`config.mk`:
```
export PLATFORM = sky130hd
export DESIGN_NAME = camd_datapath
export DESIGN_NICKNAME = d
export VERILOG_FILES = /design/src/hdl/camd_pkg.sv /design/src/hdl/camd_datapath.sv /design/src/hdl/camd_mul.sv
export SDC_FILE = /design/constraint.sdc
export NUM_CORES = 1
export LEC_CHECK = 0
export BUFFER_PORTS_ARGS = -buffer_cell sky130_fd_sc_hd__buf_2
export CORE_ASPECT_RATIO = 1.75
export CORE_UTILIZATION = 40
export DETAILED_ROUTE_END_ITERATION = 10
export SYNTH_ARGS = -nofsm -noshare
export SYNTH_HDL_FRONTEND = slang
export SYNTH_HIERARCHICAL = 1
export SYNTH_SLANG_ARGS = --single-unit
```
`constraint.sdc`:
```
create_clock -name i_core_clk -period 2.8 [get_ports i_core_clk]
set_clock_uncertainty 0.1 [all_clocks]
set_input_delay 0.14 -clock i_core_clk [delete_from_list [all_inputs] [get_ports i_core_clk]]
set_output_delay 0.14 -clock i_core_clk [all_outputs]
set_load 0.05 [all_outputs]
```
`src/hdl/camd_pkg.sv`:
```
// Purpose: shared constants and types of the alu and multiply datapath
// Assumes: 8-bit operands, 16-bit register pairs, one core clock
// Notes: flag positions follow the status byte layout used by the core
package camd_pkg;

	// ----------------------------------------------------------------
	// widths
	// ----------------------------------------------------------------
	localparam int CAMD_DATA_W = 8;
	localparam int CAMD_WORD_W = 16;
	localparam int CAMD_WIMM_W = 6;
	localparam int CAMD_FLG_W = 6;

	// ----------------------------------------------------------------
	// flag positions inside the status vector
	// ----------------------------------------------------------------
	localparam int CAMD_FLG_C = 0;
	localparam int CAMD_FLG_Z = 1;
	localparam int CAMD_FLG_N = 2;
	localparam int CAMD_FLG_V = 3;
	localparam int CAMD_FLG_S = 4;
	localparam int CAMD_FLG_H = 5;
	localparam logic [5:0] CAMD_FLG_RST = 6'h00;

	// ----------------------------------------------------------------
	// operand constants and cycle counts
	// ----------------------------------------------------------------
	localparam logic [7:0] CAMD_ALL_ONES = 8'hFF;
	localparam logic [7:0] CAMD_ALL_ZERO = 8'h00;
	localparam logic [7:0] CAMD_MOST_NEG = 8'h80;
	localparam int CAMD_CYC_WORD = 2;
	localparam int CAMD_CYC_MUL = 2;
	localparam int CAMD_CYC_BYTE = 1;

	// ----------------------------------------------------------------
	// operations and sequencer states
	// ----------------------------------------------------------------
	typedef enum logic [3:0] {
		CAMD_ADD_IMM_WORD,
		CAMD_SUB_IMM_WORD,
		CAMD_SUB_IMM_WITH_CARRY,
		CAMD_AND_IMM,
		CAMD_OR_IMM,
		CAMD_TEST_ZERO_MINUS,
		CAMD_MUL_SIGNED_UNSIGNED,
		CAMD_FRAC_MUL_SIGNED_UNSIGNED,
		CAMD_BITWISE_INVERT,
		CAMD_ARITH_INVERSE
	} camd_op_t;

	typedef enum logic [0:0] {
		CAMD_IDLE,
		CAMD_RUN
	} camd_st_t;

endpackage

```
`src/hdl/camd_datapath.sv`:
```
// Purpose: arithmetic, logic and multiply datapath of the 8-bit core
// Assumes: decoder holds operands while i_start is high and o_busy low
// Notes: status flags live here and are presented on o_flags
//
// Summary of operation
// [RL1] add word immediate to pair, flags Z C N V S, two cycles
// [RL2] subtract word immediate from pair, flags Z C N V S, two cycles
// [RL3] byte minus constant minus carry, all six flags, one cycle
// [RL4] and with constant, flags Z N V S only, one cycle
// [RL5] or with constant, flags Z N V S only, one cycle
// [RL6] test ands register with itself, sets Z N V S, one cycle
// [RL7] signed by unsigned product into product pair, Z C, two cycles
// [RL8] fractional product shifted left once, Z C, two cycles
// [RL9] invert is FF minus, negate is 00 minus, one cycle each
// [RL10] Z on zero result, N msb, S is N xor V, C H from carries
// [RL11] flags an operation does not list keep their old value
`timescale 1ns/1ps
`default_nettype none
module camd_datapath (
	input wire logic i_core_clk,
	input wire logic i_rst,
	input wire logic i_start,
	input wire camd_pkg::camd_op_t i_op,
	input wire logic [7:0] i_rd,
	input wire logic [7:0] i_rd_hi,
	input wire logic [7:0] i_imm,
	input wire logic [7:0] i_rr,
	output logic o_busy,
	output logic o_done,
	output logic o_wr_reg,
	output logic o_wr_pair,
	output logic o_wr_prod,
	output logic [15:0] o_result,
	output logic [5:0] o_flags
);

	// ----------------------------------------------------------------
	// state
	// ----------------------------------------------------------------
	typedef struct packed {
		camd_pkg::camd_st_t st;
		logic [1:0] cnt;
		camd_pkg::camd_op_t op;
		logic [15:0] pend;
		logic [5:0] pflg;
		logic [15:0] res;
		logic [5:0] flg;
		logic done;
		logic wr_reg;
		logic wr_pair;
		logic wr_prod;
	} camd_state_t;

	camd_state_t s_ff;
	camd_state_t nxt_s;
	logic accept;
	logic is_mul;
	logic is_word;
	logic [15:0] mul_prod;
	logic mul_carry;

	assign accept = i_start && (s_ff.st == camd_pkg::CAMD_IDLE);
	assign is_mul = (i_op == camd_pkg::CAMD_MUL_SIGNED_UNSIGNED) ||
		(i_op == camd_pkg::CAMD_FRAC_MUL_SIGNED_UNSIGNED);
	assign is_word = (i_op == camd_pkg::CAMD_ADD_IMM_WORD) ||
		(i_op == camd_pkg::CAMD_SUB_IMM_WORD);

	// ----------------------------------------------------------------
	// multiplier
	// ----------------------------------------------------------------
	camd_mul u_mul (
		.i_core_clk(i_core_clk),
		.i_rst(i_rst),
		.i_load(accept && is_mul),
		.i_frac(i_op == camd_pkg::CAMD_FRAC_MUL_SIGNED_UNSIGNED),
		.i_sgn_opnd(i_rd),
		.i_uns_opnd(i_rr),
		.o_product(mul_prod),
		.o_carry(mul_carry)
	);

	// ----------------------------------------------------------------
	// result and flag evaluation
	// ----------------------------------------------------------------
	always_comb begin
		logic [5:0] nf;
		logic [15:0] pair;
		logic [15:0] r16;
		logic [7:0] r8;
		logic [8:0] d9;
		logic [4:0] h5;
		logic cin;
		nf = s_ff.flg; // see [RL11]
		pair = {i_rd_hi, i_rd};
		r16 = '0;
		r8 = '0;
		d9 = '0;
		h5 = '0;
		cin = s_ff.flg[camd_pkg::CAMD_FLG_C];
		nxt_s = s_ff;
		nxt_s.done = 1'b0;
		nxt_s.wr_reg = 1'b0;
		nxt_s.wr_pair = 1'b0;
		nxt_s.wr_prod = 1'b0;
		unique case (i_op)
			camd_pkg::CAMD_ADD_IMM_WORD: begin
				r16 = pair + {10'h000, i_imm[5:0]}; // see [RL1]
				nf[camd_pkg::CAMD_FLG_V] = ~pair[15] & r16[15];
				nf[camd_pkg::CAMD_FLG_C] = pair[15] & ~r16[15];
			end
			camd_pkg::CAMD_SUB_IMM_WORD: begin
				r16 = pair - {10'h000, i_imm[5:0]}; // see [RL2]
				nf[camd_pkg::CAMD_FLG_V] = pair[15] & ~r16[15];
				nf[camd_pkg::CAMD_FLG_C] = r16[15] & ~pair[15];
			end
			camd_pkg::CAMD_SUB_IMM_WITH_CARRY: begin
				d9 = {1'b0, i_rd} - {1'b0, i_imm} - {8'h00, cin}; // see [RL3]
				h5 = {1'b0, i_rd[3:0]} - {1'b0, i_imm[3:0]} - {4'h0, cin};
				r8 = d9[7:0];
				nf[camd_pkg::CAMD_FLG_C] = d9[8]; // see [RL10]
				nf[camd_pkg::CAMD_FLG_H] = h5[4];
				nf[camd_pkg::CAMD_FLG_V] = (i_rd[7] ^ i_imm[7]) &
					(i_rd[7] ^ d9[7]);
			end
			camd_pkg::CAMD_AND_IMM: begin
				r8 = i_rd & i_imm; // see [RL4]
				nf[camd_pkg::CAMD_FLG_V] = 1'b0;
			end
			camd_pkg::CAMD_OR_IMM: begin
				r8 = i_rd | i_imm; // see [RL5]
				nf[camd_pkg::CAMD_FLG_V] = 1'b0;
			end
			camd_pkg::CAMD_TEST_ZERO_MINUS: begin
				r8 = i_rd & i_rd; // see [RL6]
				nf[camd_pkg::CAMD_FLG_V] = 1'b0;
			end
			camd_pkg::CAMD_BITWISE_INVERT: begin
				r8 = camd_pkg::CAMD_ALL_ONES - i_rd; // see [RL9]
				nf[camd_pkg::CAMD_FLG_C] = 1'b1;
				nf[camd_pkg::CAMD_FLG_V] = 1'b0;
			end
			camd_pkg::CAMD_ARITH_INVERSE: begin
				r8 = camd_pkg::CAMD_ALL_ZERO - i_rd; // see [RL9]
				nf[camd_pkg::CAMD_FLG_C] = (r8 != 8'h00);
				nf[camd_pkg::CAMD_FLG_H] = r8[3] | i_rd[3];
				nf[camd_pkg::CAMD_FLG_V] = (r8 == camd_pkg::CAMD_MOST_NEG);
			end
			camd_pkg::CAMD_MUL_SIGNED_UNSIGNED,
			camd_pkg::CAMD_FRAC_MUL_SIGNED_UNSIGNED: begin
				// product flags are taken when the multiplier answers
				r8 = '0;
			end
		endcase
		if (!is_mul) begin
			if (!is_word) begin
				r16 = {8'h00, r8};
				nf[camd_pkg::CAMD_FLG_N] = r8[7]; // see [RL10]
				nf[camd_pkg::CAMD_FLG_Z] = (r8 == 8'h00);
			end else begin
				nf[camd_pkg::CAMD_FLG_N] = r16[15];
				nf[camd_pkg::CAMD_FLG_Z] = (r16 == 16'h0000);
			end
			nf[camd_pkg::CAMD_FLG_S] = nf[camd_pkg::CAMD_FLG_N] ^
				nf[camd_pkg::CAMD_FLG_V]; // see [RL10]
		end

		// ------------------------------------------------------------
		// sequencer: byte ops finish at once, word and mul take two
		// ------------------------------------------------------------
		unique case (s_ff.st)
			camd_pkg::CAMD_IDLE: begin
				if (accept) begin
					if (!is_mul && !is_word) begin
						// one-cycle family
						nxt_s.res = r16;
						nxt_s.flg = nf;
						nxt_s.done = (camd_pkg::CAMD_CYC_BYTE == 1);
						nxt_s.wr_reg = 1'b1;
					end else begin
						nxt_s.st = camd_pkg::CAMD_RUN;
						nxt_s.cnt = is_mul ? 2'(camd_pkg::CAMD_CYC_MUL - 2) :
							2'(camd_pkg::CAMD_CYC_WORD - 2); // see [RL1] [RL2]
						nxt_s.op = i_op;
						nxt_s.pend = r16;
						nxt_s.pflg = nf;
					end
				end
			end
			camd_pkg::CAMD_RUN: begin
				if (s_ff.cnt == 2'h0) begin
					nxt_s.st = camd_pkg::CAMD_IDLE;
					nxt_s.done = 1'b1;
					if ((s_ff.op == camd_pkg::CAMD_MUL_SIGNED_UNSIGNED) ||
						(s_ff.op == camd_pkg::CAMD_FRAC_MUL_SIGNED_UNSIGNED)) begin
						nxt_s.res = mul_prod; // see [RL7] [RL8]
						nxt_s.flg[camd_pkg::CAMD_FLG_C] = mul_carry;
						nxt_s.flg[camd_pkg::CAMD_FLG_Z] = (mul_prod == 16'h0000);
						nxt_s.wr_prod = 1'b1;
					end else begin
						nxt_s.res = s_ff.pend;
						nxt_s.flg = s_ff.pflg; // see [RL11]
						nxt_s.wr_pair = 1'b1;
					end
				end else begin
					nxt_s.cnt = s_ff.cnt - 2'h1;
				end
			end
		endcase
	end

	always_ff @(posedge i_core_clk or posedge i_rst) begin
		if (i_rst) begin
			s_ff <= '{st: camd_pkg::CAMD_IDLE, op: camd_pkg::CAMD_ADD_IMM_WORD,
				flg: camd_pkg::CAMD_FLG_RST, default: '0};
		end else begin
			s_ff <= nxt_s;
		end
	end

	assign o_busy = (s_ff.st == camd_pkg::CAMD_RUN);
	assign o_done = s_ff.done;
	assign o_wr_reg = s_ff.wr_reg;
	assign o_wr_pair = s_ff.wr_pair;
	assign o_wr_prod = s_ff.wr_prod;
	assign o_result = s_ff.res;
	assign o_flags = s_ff.flg;

	logic [15:0] exp_mul;
	assign exp_mul = 16'(({{8{i_rd[7]}}, i_rd}) * {8'h00, i_rr});
endmodule
`default_nettype wire

```
`src/hdl/camd_mul.sv`:
```
// Purpose: signed-by-unsigned 8x8 multiplier with one register stage
// Assumes: operands are stable in the cycle that i_load is high
// Notes: product and carry appear one edge after the load
`timescale 1ns/1ps
`default_nettype none
module camd_mul (
	input wire logic i_core_clk,
	input wire logic i_rst,
	input wire logic i_load,
	input wire logic i_frac,
	input wire logic [7:0] i_sgn_opnd,
	input wire logic [7:0] i_uns_opnd,
	output logic [15:0] o_product,
	output logic o_carry
);

	// ----------------------------------------------------------------
	// state
	// ----------------------------------------------------------------
	typedef struct packed {
		logic [15:0] prod;
		logic carry;
	} camd_mul_state_t;

	camd_mul_state_t s_ff;
	camd_mul_state_t nxt_s;
	logic [15:0] raw;

	// ----------------------------------------------------------------
	// multiply
	// ----------------------------------------------------------------
	// low 16 bits of the sign-extended by zero-extended product are exact
	always_comb begin
		raw = 16'(({{8{i_sgn_opnd[7]}}, i_sgn_opnd}) * {8'h00, i_uns_opnd});
		nxt_s = s_ff;
		if (i_load) begin
			// carry is bit 15 before any fractional shift
			nxt_s.carry = raw[15]; // see [RL7]
			nxt_s.prod = i_frac ? {raw[14:0], 1'b0} : raw; // see [RL8]
		end
	end

	always_ff @(posedge i_core_clk or posedge i_rst) begin
		if (i_rst) begin
			s_ff <= '0;
		end else begin
			s_ff <= nxt_s;
		end
	end

	assign o_product = s_ff.prod;
	assign o_carry = s_ff.carry;
endmodule
`default_nettype wire

```
=== Word level (Yosys, flattened, before mapping) ===
Cells that the tools add are included.

* Add/subtract/negate cells: 9
* $mul: 1
* Equal/unequal tests: 18
* Mux-type cells: 28
* Bitwise logic cells: 17
* Reductions and logical operators: 19

{| class="wikitable"
|+ Operators with widths
! cell !! number
|-
| 2-to-1 mux 16 bit || 4
|-
| 2-to-1 mux 53 bit || 1
|-
| one-hot mux 8 bit (6 select lines) || 1
|-
| one-hot mux 23 bit (2 select lines) || 1
|-
| logical NOT 16 bit || 2
|-
| one-hot mux 16 bit (2 select lines) || 1
|-
| 2-to-1 mux 29 bit || 1
|-
| equality test 4 x 3 -> 1 bit, second input constant || 6
|-
| 2-to-1 mux 24 bit || 1
|-
| 2-to-1 mux 23 bit || 1
|-
| adder 16 x 6 -> 16 bit || 1
|-
| bitwise AND 8 bit || 2
|-
| multiplier 8 x 9 -> 16 bit || 1
|-
| subtractor 16 x 6 -> 16 bit || 1
|-
| 2-to-1 mux 2 bit || 7
|-
| one-hot mux 1 bit (5 select lines) || 2
|-
| AND reduction 3 bit || 3
|-
| subtractor 8 x 8 -> 9 bit || 1
|-
| subtractor 9 x 1 -> 9 bit || 1
|-
| equality test 4 x 2 -> 1 bit, second input constant || 2
|-
| equality test 4 bit, second input constant || 2
|-
| equality test 8 bit, second input constant || 1
|-
| logical NOT 8 bit || 1
|-
| inequality test 2 bit, second input constant || 4
|-
| 24 further kinds || 44
|}

* Flip-flop bits (word level): 72
* Output and inout port bits: 27
* Word-level logic and storage cells: 106

=== Longest topological paths before layout ===
Gate-level depths: netlist (run 1).

* Depth in word-level cells: 11
* Mapped depth: 18
* Gate-level depth less buffers: 17

=== Modules after synthesis ===
Netlist (run 1), hierarchy kept.

{| class="wikitable"
|+ Modules (own cells, without submodules)
! module !! times used !! cells each !! area an instance (um^2) !! sequential area each (um^2)
|-
| camd_datapath || 1 || 607 || 5163.7 || 1351.3
|-
| camd_mul || 1 || 354 || 3154.3 || 425.4
|}

=== Worst setup path before layout (run 1) ===
Ideal clock, no wire load.

* Path kind: in2reg
* From: input i_rd[7]
* To: register u_mul.s_ff (netlist bit u_mul/o_product[13])
* Setup time: 126 ps
* Arrival: 3859 ps
* Data required time: 2574 ps
* Path slack: -1285 ps
* Stages on the path: 14
* Buffers on the path: 0
* Cell sequence: inv_1 -> fa_1 -> fa_1 -> inv_1 -> fa_1 -> inv_1 -> fa_1 -> inv_1 -> ha_1 -> and3_1 -> a2111oi_4 -> o21ai_0 -> xnor2_1 -> a221o_1

* Cells in the longest elaborated chain, start to end: 2

{| class="wikitable"
|+ RTL lines
! item !! RTL line !! RTL
|-
| from (decl) || camd_datapath.sv:24 || <nowiki>input wire logic [7:0] i_rd,</nowiki>
|-
| multiplier 8 x 9 -> 16 bit || - ||
|-
| 2-to-1 mux 16 bit || camd_mul.sv:39 || <nowiki>nxt_s.prod = i_frac ? {raw[14:0], 1'b0} : raw;</nowiki>
|-
| to (signal assigned) || camd_mul.sv:47 || <nowiki>s_ff <= nxt_s;</nowiki>
|-
| to (decl) || camd_mul.sv:25 || <nowiki>camd_mul_state_t s_ff;</nowiki>
|}

No other way between the ends.
A chain may end at the register's enable or synchronous reset.

=== Worst setup path after layout (run 1) ===
* From: input i_rd[2]
* To: register u_mul.s_ff (netlist bit u_mul/o_product[13])

Same word-level chain as after synthesis.

==> results of run 1 <==
==> layout by cell type (no fill, tap or decap), types with 30 or more instances in the layout <==
cell type,Yosys,layout
buf_6,6,31
buf_4,25,196
ha_1,81,57
a21oi_1,43,34
dfrtp_1,71,71
nor2_1,55,51
nand3_1,33,30
fa_1,41,31
inv_1,96,70
buf_2,6,51
nand2_1,78,69
and2_1,47,33
==> through the flow <==
stage               std cells  setup TNS [ns]  utilization [%]  total power [uW]  cell area (um^2)
floorplan                 961           -9.47                -              3940              8550
global placement         1406          -26.46             50.4              5230             10300
detailed placement       1406          -27.21             50.4              5280             10300
CTS                      1433          -13.02             54.9              7010             11200
global route             1445          -15.78             56.6              7840             11500
finish                   1445          -13.08             56.6              7360             11500
==> power by group <==
part | switching (uW) | internal [uW] | total, uW
Clock | 432 | 800 | 1230
Combinational | 2420 | 2290 | 4710
Sequential | 194 | 1230 | 1420
Total | 3040 | 4320 | 7360
==> kinds of logic after synthesis <==
family	share of synthesized area (%)
and+or+nand+nor	20.9
buffers and inverters	9.04
AOI/OAI and AO/OA	19.4
xor gates and xnor gates	3.05
muxes	4.18
adders and majority gates	22.1
DFF	21.4
==> layout make-up <==
type	instances	area [um^2]
fill	1824	8840
inverter	98	378
tap	248	310
timing repair buffer	284	2170
clock inverter	5	82.6
sequential	71	1780
clock buffer	10	239
multi-input combinational	729	6580
==> what timing repair did <==
item                       in CTS  in global routing
resized for setup             120                 67
setup endpoints to repair      28                 30
hold buffers                    1                  0
hold endpoints to repair       29                  0
pin swaps                      65                 41
setup buffers                  13                 17
cloned                          0                  0
==> routing by layer <==
| layer | track usage, % | vias up |
|---|---|---|
| met4 | 19.1 | 2 |
| met1 | 25.1 | 3976 |
| met3 | 2.80 | 115 |
| met2 | 51.6 | 266 |
| li1 | - | 3861 |
| met5 | 0 | - |
==> worst max-delay path: cells and delay by family <==
family | cells | cell delay, ns
AND/OR/NAND/NOR | 2 | 0.23
AO/OA/AOI/OAI | 3 | 0.86
XOR/XNOR | 1 | 0.14
adder cells (fa/ha/maj) | 5 | 2.29
buffers and inverters | 4 | 0.27
==> worst min path at each step <==
stage / from / to / slack (ns) / cells after the start
floorplan: i_rst / u_mul/o_carry / -0.03 / 1
global placement: i_rst / o_result[0] / 0.01 / 2
detailed placement: i_rst / o_result[0] / 0.02 / 2
CTS: i_rr[0] / u_mul/o_product[1] / 0.17 / 4
global route: i_rr[0] / u_mul/o_product[1] / 0.16 / 4
finish: i_rr[0] / u_mul/o_product[1] / 0.15 / 4
==> metrics.yaml, run 1 <==
status:
  status: "complete, but fails checks"
  failing_checks: "design-rule violations, negative setup slack"
timing:
  share_of_the_clock_period_used_by_the_worst_path_after_layout_pct: 137
  period_needed_ns: 3.83
  worst_hold_slack_ns: 0.147
  rsz0062_at_grt: "yes"
  max_clock_freq_mhz: 261
  final_count_of_hold_timing_violations: 0
  timing_max_transition_violations_final: 0
  worst_slew_margin_rel_pct: 31.0
  setup_viol: 22
  setup_slack_of_the_critical_path_after_layout_ns: -1.03
  tightest_slew_ns: 1.04
clock_network:
  clock_insertion_delay_worst_skew_ns: 0.33
  clk_transition_reported_paths_ns: 0.06
  htree_num_levels: 3
  tritoncts_clock_tree: "yes"
  cts.sink_count: 71
  clock_tree_buffer_depth: 2
  numCtsBuffers: 9
  clock-root-buffer: "clkbuf_16"
global_route:
  antenna_found_initial: 1
  grt.overflow.total: 0
  grt_max_degree: 37
  grtUsageTotal_pct: 26.2
  grt_pass1_vias: 8456
  grt_first_pass_wirelength_mm: 43.2
worst_setup_path:
  critPathCaptureType: "register"
  max_stage_delay_ns: 0.55
  r2r_end: "s_ff[27]"
  cp_slowest_cell: "fa_1"
  crit_path_start: "i_rd[2]"
  reg_to_reg_start: "o_flags[0]"
  r2r.worst_path.cells: 13
  critical_path_arrival_ns: 3.94
  critical-path-top-cell-by-count: "fa_1"
  critPathCapture: "u_mul/o_product[13]"
  critPathKind: "in -> reg"
  worstSetupStartpointType: "input port"
  critical_path.max_fanout: 5
  crit_path_cell_trace: "buf_4 -> nand2_2 -> fa_1 -> fa_1 -> inv_1 -> fa_1 -> inv_1 -> fa_1 -> inv_2 -> ha_4 -> and3_4 -> a2111oi_4 -> o21ai_1 -> xnor2_1 -> a221o_1"
  critPathRequiredTime_ns: 2.91
  regToRegSetupSlack_ns: -0.46
synth:
  synth_largest_area_cell: "dfrtp_1"
  number_of_synthesized_flops_with_an_enable_pin: 0
  synthFlopType: "dfrtp_1"
  netlist_instances: 961
  synth-seq-area-share_pct: 21.4
  post-synth-top-count-cell: "inv_1"
  syn_area_per_cell_um2: 8.66
  synth_cell_type_count: 85
  yosys_register_bits: 71
  syn-cell-area_um2: 8320
  synth_warnings: 6
  synth.top_cells.by_count: "96 x inv_1, 81 x ha_1, 78 x nand2_1"
  synth_async_sr_flop_share_pct: 100
  mappedNetlistNets: 1122
  netlist.area_leader.share_pct: 21.4
  post_synth_main_area_contributors: "dfrtp_1 21%, ha_1 12%, fa_1 9.9%"
min_path:
  hold_path.class: "in -> reg"
detailed_routing:
  detailroute.wirelength.met3_um: 962
  avgViaCountPerCell: 5.69
  drt.antenna.violating_nets: 0
  drt_first_iter_violations: 421
  drcViolationCount: 12
  wirelength_met1_mm: 9.57
  route.vias.total: 8220
  met2_wirelength_mm: 15.3
  topRoutingLayerUsed: "met5"
  detailed_router_iteration_count_before_antenna_repair: 9
  detail_route.wirelength_mm: 27.9
  detail_route.wl_per_cell_um: 19.3
power_and_ir_drop:
  static-leakage-power_uw: 0.00542
  powerDensity_nw_per_um2: 638
  peakVddDrop_v: 0.000447
floorplanning:
  floorplan.initialDensity_pct: 40.8
  floorplan.die_area_um2: 21400
  dieHeight_um: 193
  design.portCount: 66
  fp.coreArea_um2: 20400
  fp-row-count: 69
  die_width_um: 111
run:
  max_cap_violations: 0
placed_design:
  placement.io_buffers: 65
  dp.final_hpwl_mm: 22.4
  preCtsSetupSlack_ns: -1.56
  place_congestion: 0.920
cells_and_area:
  n_antenna_cell: 0
  fraction_of_final_layout_cells_with_drive_strength_greater_than_1_pct: 39.6
  largest_reg_flops: 27
  largest_register: "s_ff"
  finalNetCount: 1354
  flow.area_growth_from_synthesis_pct: 38.7
Note: power is estimated with default switching activity, not from simulation.
==> run 2, diff against run 1 <==
--- a/config.mk
+++ b/config.mk
@@ -5,10 +5,11 @@
 export SDC_FILE = /design/constraint.sdc
 export NUM_CORES = 1
 export LEC_CHECK = 0
-export BUFFER_PORTS_ARGS = -buffer_cell sky130_fd_sc_hd__buf_2
 export CORE_ASPECT_RATIO = 1.75
-export CORE_UTILIZATION = 40
+export CORE_UTILIZATION = 33
 export DETAILED_ROUTE_END_ITERATION = 10
+export DONT_BUFFER_PORTS = 1
+export RECOVER_POWER = 100
 export SYNTH_ARGS = -nofsm -noshare
 export SYNTH_HDL_FRONTEND = slang
 export SYNTH_HIERARCHICAL = 1
==> run 2 against run 1 <==
  * The flow finishes with violations (max-capacitance violations, max-slew violations, negative setup slack)
  * Sequential share of layout area up 2.1 points
  * Die area rose by 21%
  * First-iteration DRC count unchanged
  * Critical endpoint is now u_mul/o_product[12]
==> metrics.yaml, run 2 (same netlist as run 1, synthesis figures left out) <==
status:
  status: "complete, but fails checks"  # unchanged
  failing_checks: "max-capacitance violations, max-slew violations, negative setup slack"  # was design-rule violations, negative setup slack
timing:
  tightest_slew_ns: 1.56  # was 1.04 ns
  timing.setup.tns_ns: -10.83  # was -13.08 ns
  rsz0062_at_grt: "yes"  # unchanged
  worst_slew_margin_rel_pct: -4.25  # was 31.0%
  setup_slack_of_the_critical_path_after_layout_ns: -0.884  # was -1.03 ns
  period_needed_ns: 3.68  # was 3.83 ns
  timing_max_transition_violations_final: 43  # was 0
  max_clock_freq_mhz: 271  # was 261 MHz
  share_of_the_clock_period_used_by_the_worst_path_after_layout_pct: 132  # was 137%
  setup_viol: 25  # was 22
  final_count_of_hold_timing_violations: 0  # unchanged
floorplanning:
  floorplan.initialDensity_pct: 33.6  # was 40.8%
  dieHeight_um: 212  # was 193 um
  design.portCount: 66  # unchanged
  floorplan.die_area_um2: 25900  # was 21400 um^2
  fp-row-count: 76  # was 69
  die_width_um: 122  # was 111 um
  fp.coreArea_um2: 24700  # was 20400 um^2
run:
  max_cap_violations: 1  # was 0
worst_setup_path:
  crit_cells: 13  # was 15
  regToRegSetupSlack_ns: -0.36  # was -0.46 ns
  cp_slowest_cell: "fa_1"  # unchanged
  critical-path-top-cell-by-count: "fa_1"  # unchanged
  worstSetupStartpointType: "input port"  # unchanged
  r2r.worst_path.cells: 12  # was 13
  critPathRequiredTime_ns: 2.91  # about the same
  r2r_end: "o_result[7]"  # was s_ff[27]
  critical_path.max_fanout: 19  # was 5
  critPathCaptureType: "register"  # unchanged
  cp_top_family: "adder cells"  # unchanged
  crit_path_cell_trace: "clkinvlp_4 -> nor2_4 -> fa_1 -> fa_1 -> fa_1 -> inv_1 -> fa_1 -> inv_2 -> ha_4 -> or3_4 -> o31ai_4 -> mux2_4 -> a221o_1"  # was buf_4 -> nand2_2 -> fa_1 -> fa_1 -> inv_1 -> fa_1 -> inv_1 -> fa_1 -> inv_2 -> ha_4 -> and3_4 -> a2111oi_4 -> o21ai_1 -> xnor2_1 -> a221o_1
  cp.buffers_inverters: 3  # was 4
  critical_path_arrival_ns: 3.80  # was 3.94 ns
  max_stage_delay_ns: 0.50  # was 0.55 ns
  crit_path_start: "i_rd[7]"  # was i_rd[2]
  critPathCapture: "u_mul/o_product[12]"  # was u_mul/o_product[13]
  reg_to_reg_start: "o_flags[0]"  # unchanged
  critPathKind: "in -> reg"  # unchanged
cells_and_area:
  largest_reg_flops: 27  # unchanged
  largest_register: "s_ff"  # unchanged
  flow.area_growth_from_synthesis_pct: 22.3  # was 38.7%
  most-common-layout-cells: "106 x buf_4, 80 x inv_1, 72 x nand2_1"  # was 196 x buf_4, 71 x dfrtp_1, 70 x inv_1
  post-route-cell-area_um2: 10200  # was 11500 um^2
  n_antenna_cell: 0  # unchanged
  finish.utilization_pct: 41.1  # was 56.6%
  finalNetCount: 1203  # was 1354
  fraction_of_final_layout_cells_with_drive_strength_greater_than_1_pct: 24.5  # was 39.6%
  most_common_library_cell_in_the_layout_ignoring_fill_and_taps: "buf_4"  # unchanged
placed_design:
  place_congestion: 0.897  # was 0.920
  postPlaceCellArea_um2: 9390  # was 10300 um^2
  placement.io_buffers: 0  # was 65
  dp.final_hpwl_mm: 21.2  # was 22.4 mm
  preCtsSetupSlack_ns: -1.23  # was -1.56 ns
clock_network:
  clock_insertion_delay_worst_skew_ns: 0.33  # about the same
  numCtsBuffers: 9  # unchanged
  htree_num_levels: 3  # unchanged
  tritoncts_clock_tree: "yes"  # unchanged
  clock-root-buffer: "clkbuf_16"  # unchanged
  clk_transition_reported_paths_ns: 0.06  # about the same
  clock_tree_buffer_depth: 2  # unchanged
  cts.sink_count: 71  # unchanged
detailed_routing:
  detail_route.wirelength_mm: 26.3  # was 27.9 mm
  drcViolationCount: 0  # was 12
  detail_route.wl_per_cell_um: 19.4  # was 19.3 um
  drt.antenna.violating_nets: 0  # unchanged
  detailed_router_iteration_count_before_antenna_repair: 5  # was 9
  drt_first_iter_violations: 421  # unchanged
  route.vias.total: 7549  # was 8220
  avgViaCountPerCell: 5.55  # was 5.69
power_and_ir_drop:
  powerDensity_nw_per_um2: 641  # was 638 nW/um^2
  peakVddDrop_v: 0.000428  # was 0.000447 V
  totalPowerFinal_uw: 6520  # was 7360 uW
  static-leakage-power_uw: 0.00461  # was 0.00542 uW
global_route:
  antenna_found_initial: 0  # was 1
  grt_pass1_vias: 7731  # was 8456
  grt_max_degree: 48  # was 37
  grt_first_pass_wirelength_mm: 41.9  # was 43.2 mm
  grt.overflow.total: 0  # unchanged
  grtUsageTotal_pct: 21.0  # was 26.2%
min_path:
  hold_path.startpoint: "i_op[0]"  # was i_rr[0]
  hold_path.class: "in -> reg"  # unchanged
## run 2: what timing repair did
item / CTS / global route
endpoints found under the setup margin: 25 / 28
pin swaps: 36 / 20
endpoints found under the hold margin: 67 / 1
setup buffers: 8 / 8
hold buffers: 7 / 1
resized for setup: 46 / 38
## run 2: metrics by stage
stage | cells | hold slack [ns]
CTS | 1353 | 0.00773
global route | 1359 | 0.0637
detailed placement | 1322 | 0.0567
global placement | 1322 | 0.0521
floorplan | 961 | -0.0339
finish | 1359 | 0.0274
## run 2: layer usage
layer	vias up	share of wire, %	GRT usage [%]
met1	3701	38	23.5
met2	216	52	38.0
met3	74	4.8	3.19
met4	0	4.8	10.6
li1	3558	-	-
met5	-	0	0
## run 2: worst register-to-register path, cell delays in order (launching register included)
cell      delay, ns
dfrtp_1        0.36
inv_1          0.08
fa_1           0.53
inv_2          0.06
ha_4           0.15
o21a_4         0.23
o31a_1         0.27
a311o_1        0.33
mux2i_1        0.19
nand4_1        0.20
buf_6          0.20
a31oi_4        0.19
o221ai_2       0.11
## run 2: report_power, final
part / switching (uW) / internal [uW]
Combinational: 1900 / 1910
Clock: 408 / 695
Sequential: 386 / 1230
## run 2: worst min path at each step
stage	to	cells after the start
2_1_floorplan	u_mul/o_carry	1
3_3_place_gp	u_mul/o_product[14]	1
3_5_place_dp	u_mul/o_product[14]	1
4_1_cts	s_ff[26]	3
5_1_grt	s_ff[30]	2
6_report	s_ff[33]	3
## run 2: cell type report
type	count	area [um^2]
Clock buffer	14	284
Sequential cell	71	1780
Fill cell	2499	14600
Timing Repair Buffer	133	1020
Multi-Input combinational cell	729	6310
Clock inverter	2	12.5
Inverter	98	375
Tap cell	312	390
==> run 3, diff against run 2 <==
--- a/config.mk
+++ b/config.mk
@@ -5,6 +5,7 @@
 export SDC_FILE = /design/constraint.sdc
 export NUM_CORES = 1
 export LEC_CHECK = 0
+export ABC_AREA = 1
 export CORE_ASPECT_RATIO = 1.75
 export CORE_UTILIZATION = 33
 export DETAILED_ROUTE_END_ITERATION = 10
==> run 3 against run 2 <==
  * The flow finishes with violations (negative setup slack)
  * Global-route usage grew 0.11 points
  * Worst setup slack gained 0.39 ns
  * Register-to-register slack gained 0.52 ns
  * Worst hold slack lost 0.014 ns
  * Power grew 4.5%
  * Final area shrank 5.2%
  * Synthesized cell count grew 31%
  * Critical endpoint is now u_mul/o_product[9]
==> metrics.yaml, run 3 <==
floorplanning:
  floorplan.initialDensity_pct: 33.4  # was 33.6%
  fp.coreArea_um2: 25100  # was 24700 um^2
  floorplan.die_area_um2: 26200  # was 25900 um^2
  fp-row-count: 77  # was 76
  dieHeight_um: 213  # was 212 um
  die_width_um: 123  # was 122 um
  design.portCount: 66  # unchanged
placed_design:
  place_congestion: 0.914  # was 0.897
  preCtsSetupSlack_ns: -0.895  # was -1.23 ns
  dp.final_hpwl_mm: 21.8  # was 21.2 mm
  postPlaceCellArea_um2: 8950  # was 9390 um^2
  placement.io_buffers: 0  # unchanged
  place_inst: 1576  # was 1322
global_route:
  grtUsageTotal_pct: 21.1  # was 21.0%
  grt_max_degree: 30  # was 48
  antenna_found_initial: 0  # unchanged
  grt.overflow.total: 0  # unchanged
  grt_first_pass_wirelength_mm: 42.1  # was 41.9 mm
  grt_pass1_vias: 8314  # was 7731
run:
  max_cap_violations: 0  # was 1
min_path:
  hold_path.class: "in -> reg"  # unchanged
synth:
  netlist.area_leader.share_pct: 21.1  # was 21.4%
  number_of_synthesized_flops_with_an_enable_pin: 0  # unchanged
  netlist_instances: 1261  # was 961
  synthFlopType: "dfrtp_1"  # unchanged
  synth_warnings: 6  # unchanged
  synth_async_sr_flop_share_pct: 100  # unchanged
  synthesized_area_fraction_occupied_by_adder_cells_pct: 21.8  # was 22.1%
  syn_area_per_cell_um2: 6.67  # was 8.66 um^2
  post_synth_main_area_contributors: "dfrtp_1 21%, nand2_1 17%, ha_1 12%"  # was dfrtp_1 21%, ha_1 12%, fa_1 9.9%
  synth.mux.area_fraction_pct: 0  # was 4.18%
  post_synth_and_or_nand_nor_area_fraction_pct: 33.3  # was 20.9%
  yosys_register_bits: 71  # unchanged
  synth_largest_area_cell: "dfrtp_1"  # unchanged
  synth.top_cells.by_count: "382 x nand2_1, 217 x inv_1, 107 x nand3_1"  # was 96 x inv_1, 81 x ha_1, 78 x nand2_1
  mappedNetlistNets: 1422  # was 1122
  synth_cell_type_count: 40  # was 85
  main_combinational_cell_family_by_area_after_synthesis: "simple AND/OR/NAND/NOR gates"  # was adder cells
  synth-seq-area-share_pct: 21.1  # was 21.4%
  synthesized_area_fraction_occupied_by_xor_and_xnor_cells_pct: 1.13  # was 3.05%
  post-synth-top-count-cell: "nand2_1"  # was inv_1
  share_of_the_synthesized_area_in_compound_gates_ao_oa_aoi_oai_pct: 8.06  # was 19.4%
  syn-cell-area_um2: 8410  # was 8320 um^2
clock_network:
  clock_insertion_delay_worst_skew_ns: 0.34  # was 0.33 ns
  clock-root-buffer: "clkbuf_16"  # unchanged
  tritoncts_clock_tree: "yes"  # unchanged
  htree_num_levels: 3  # unchanged
  cts.sink_count: 71  # unchanged
  numCtsBuffers: 9  # unchanged
  clk_transition_reported_paths_ns: 0.06  # about the same
  clock_tree_buffer_depth: 2  # unchanged
power_and_ir_drop:
  static-leakage-power_uw: 0.00518  # was 0.00461 uW
  share_comb_of_total_power_pct: 52.5  # was 58.4%
  share_clk_of_total_power_pct: 18.5  # was 16.9%
  p_switching_uw: 3180  # was 2690 uW
  power_switching_share_pct: 46.7  # was 41.2%
  powerDensity_nw_per_um2: 707  # was 641 nW/um^2
  power.internal_uw: 3630  # was 3830 uW
  p_seq_share_pct: 29.0  # was 24.7%
  peakVddDrop_v: 0.000472  # was 0.000428 V
timing:
  worst_slew_margin_rel_pct: 19.8  # was -4.25%
  share_of_the_clock_period_used_by_the_worst_path_after_layout_pct: 118  # was 132%
  setup_viol: 10  # was 25
  final_count_of_hold_timing_violations: 0  # unchanged
  rsz0062_at_grt: "yes"  # unchanged
  max_clock_freq_mhz: 303  # was 271 MHz
  tightest_slew_ns: 1.20  # was 1.56 ns
  period_needed_ns: 3.29  # was 3.68 ns
  timing_max_transition_violations_final: 0  # was 43
  timing.setup.tns_ns: -4.16  # was -10.83 ns
  setup_slack_of_the_critical_path_after_layout_ns: -0.495  # was -0.884 ns
cells_and_area:
  finish.utilization_pct: 38.3  # was 41.1%
  largest_reg_flops: 27  # unchanged
  most_common_library_cell_in_the_layout_ignoring_fill_and_taps: "nand2_1"  # was buf_4
  n_antenna_cell: 0  # unchanged
  fraction_of_final_layout_cells_with_drive_strength_greater_than_1_pct: 15.7  # was 24.5%
  finalNetCount: 1438  # was 1203
  flow.area_growth_from_synthesis_pct: 14.6  # was 22.3%
  largest_register: "s_ff"  # unchanged
  most-common-layout-cells: "363 x nand2_1, 202 x inv_1, 100 x nand3_1"  # was 106 x buf_4, 80 x inv_1, 72 x nand2_1
  post-route-cell-area_um2: 9640  # was 10200 um^2
  final_cells: 1598  # was 1359
worst_setup_path:
  cp.buffers_inverters: 5  # was 3
  critPathCaptureType: "register"  # unchanged
  critical_path_arrival_ns: 3.41  # was 3.80 ns
  worstSetupStartpointType: "input port"  # unchanged
  critical_path.max_fanout: 13  # was 19
  critical-path-top-cell-by-count: "fa_1"  # unchanged
  crit_path_cell_trace: "inv_16 -> or2_4 -> fa_1 -> fa_1 -> inv_2 -> fa_1 -> inv_1 -> fa_1 -> inv_2 -> ha_4 -> or2_1 -> nand2_1 -> inv_2 -> or2_1 -> nand3_1 -> nand3_1"  # was clkinvlp_4 -> nor2_4 -> fa_1 -> fa_1 -> fa_1 -> inv_1 -> fa_1 -> inv_2 -> ha_4 -> or3_4 -> o31ai_4 -> mux2_4 -> a221o_1
  max_stage_delay_ns: 0.51  # was 0.50 ns
  critPathKind: "in -> reg"  # unchanged
  critPathRequiredTime_ns: 2.92  # was 2.91 ns
  cp_slowest_cell: "fa_1"  # unchanged
  cp_top_family: "adder cells"  # unchanged
detailed_routing:
  drt_first_iter_violations: 455  # was 421
  wirelength_met1_mm: 8.91  # was 10.1 mm
  drt.antenna.violating_nets: 0  # unchanged
  route.vias.total: 7987  # was 7549
  detail_route.wirelength_mm: 26.4  # was 26.3 mm
  met2_wirelength_mm: 14.5  # was 13.7 mm
  detailroute.wirelength.met3_mm: 1.18  # was 1.27 mm
  drcViolationCount: 0  # unchanged
  detail_route.wl_per_cell_um: 16.5  # was 19.4 um
  avgViaCountPerCell: 5.00  # was 5.55
  topRoutingLayerUsed: "met4"  # unchanged
  detailed_router_iteration_count_before_antenna_repair: 6  # was 5
status:
  status: "complete, but fails checks"  # unchanged
  failing_checks: "negative setup slack"  # was max-capacitance violations, max-slew violations, negative setup slack
run 3: through the flow:
step	power, uW	hold WS, ns
2_1_floorplan	4210	-0.0339
3_3_place_gp	5020	0.0319
3_5_place_dp	5040	0.0346
4_1_cts	6640	0.0123
5_1_grt	7320	0.000244
6_report	6810	0.0138
run 3: worst reg2reg max path: cells and delay by family, from the launching register on:
kind / cells / cell delay [ns]
buffers and inverters: 4 / 1.45
flip-flops: 1 / 0.37
AO/OA/AOI/OAI: 1 / 0.27
AND/OR/NAND/NOR: 2 / 0.34
run 3: cells by family after synthesis:
logic type | count (synthesis)
adder cells (fa/ha/maj) | 122
XOR/XNOR | 10
AND/OR/NAND/NOR | 649
buffers and inverters | 297
AO/OA/AOI/OAI | 112
flip-flops | 71
run 3: power groups by stage:
| stage | registers (uW) | clock network, uW | logic (uW) |
|---|---|---|---|
| 3_3_place_gp | 1990 | 0 | 3030 |
| 4_1_cts | 1980 | 1280 | 3380 |
| 5_1_grt | 2010 | 1310 | 4000 |
| 6_report | 1980 | 1260 | 3580 |
| 2_1_floorplan | 1550 | 0 | 2650 |
| 3_5_place_dp | 2000 | 0 | 3040 |
run 3: path summary, 6_finish.rpt:
check | from | slack [ns] | cells past startpoint | to
max | i_rd[7] | -0.49 | 16 | u_mul/o_product[9]
min | i_rd[0] | 0.01 | 2 | u_mul/o_product[1]
max reg2reg | o_busy | 0.16 | 7 | s_ff[39]
min reg2reg | s_ff[35] | 0.38 | 2 | s_ff[35]
max in group asynchronous | i_rst | 0.91 | 3 | o_flags[0]
min in group asynchronous | i_rst | 0.27 | 2 | u_mul/o_product[11]
run 3: final cells by class:
cell class | count | area (um^2)
Fill cell | 2663 | 15500
Multi-Input combinational cell | 893 | 5750
Sequential cell | 71 | 1780
Inverter | 241 | 926
Timing Repair Buffer | 61 | 463
Tap cell | 316 | 395
Clock buffer | 9 | 225
Clock inverter | 7 | 105
run 3: metal layers:
layer | GRT usage, % | vias to the layer above
li1 | - | 3944
met1 | 19.9 | 3744
met2 | 41.5 | 211
met3 | 3.29 | 88
met4 | 12.7 | 0
met5 | 0 | -
run 3: timing repair:
item                                    CTS  global route
pin swaps                                24            15
endpoints found under the hold margin    46             0
hold buffers                              3             0
setup buffers                             1             3
endpoints found under the setup margin   10            17
resized for setup                        28            56
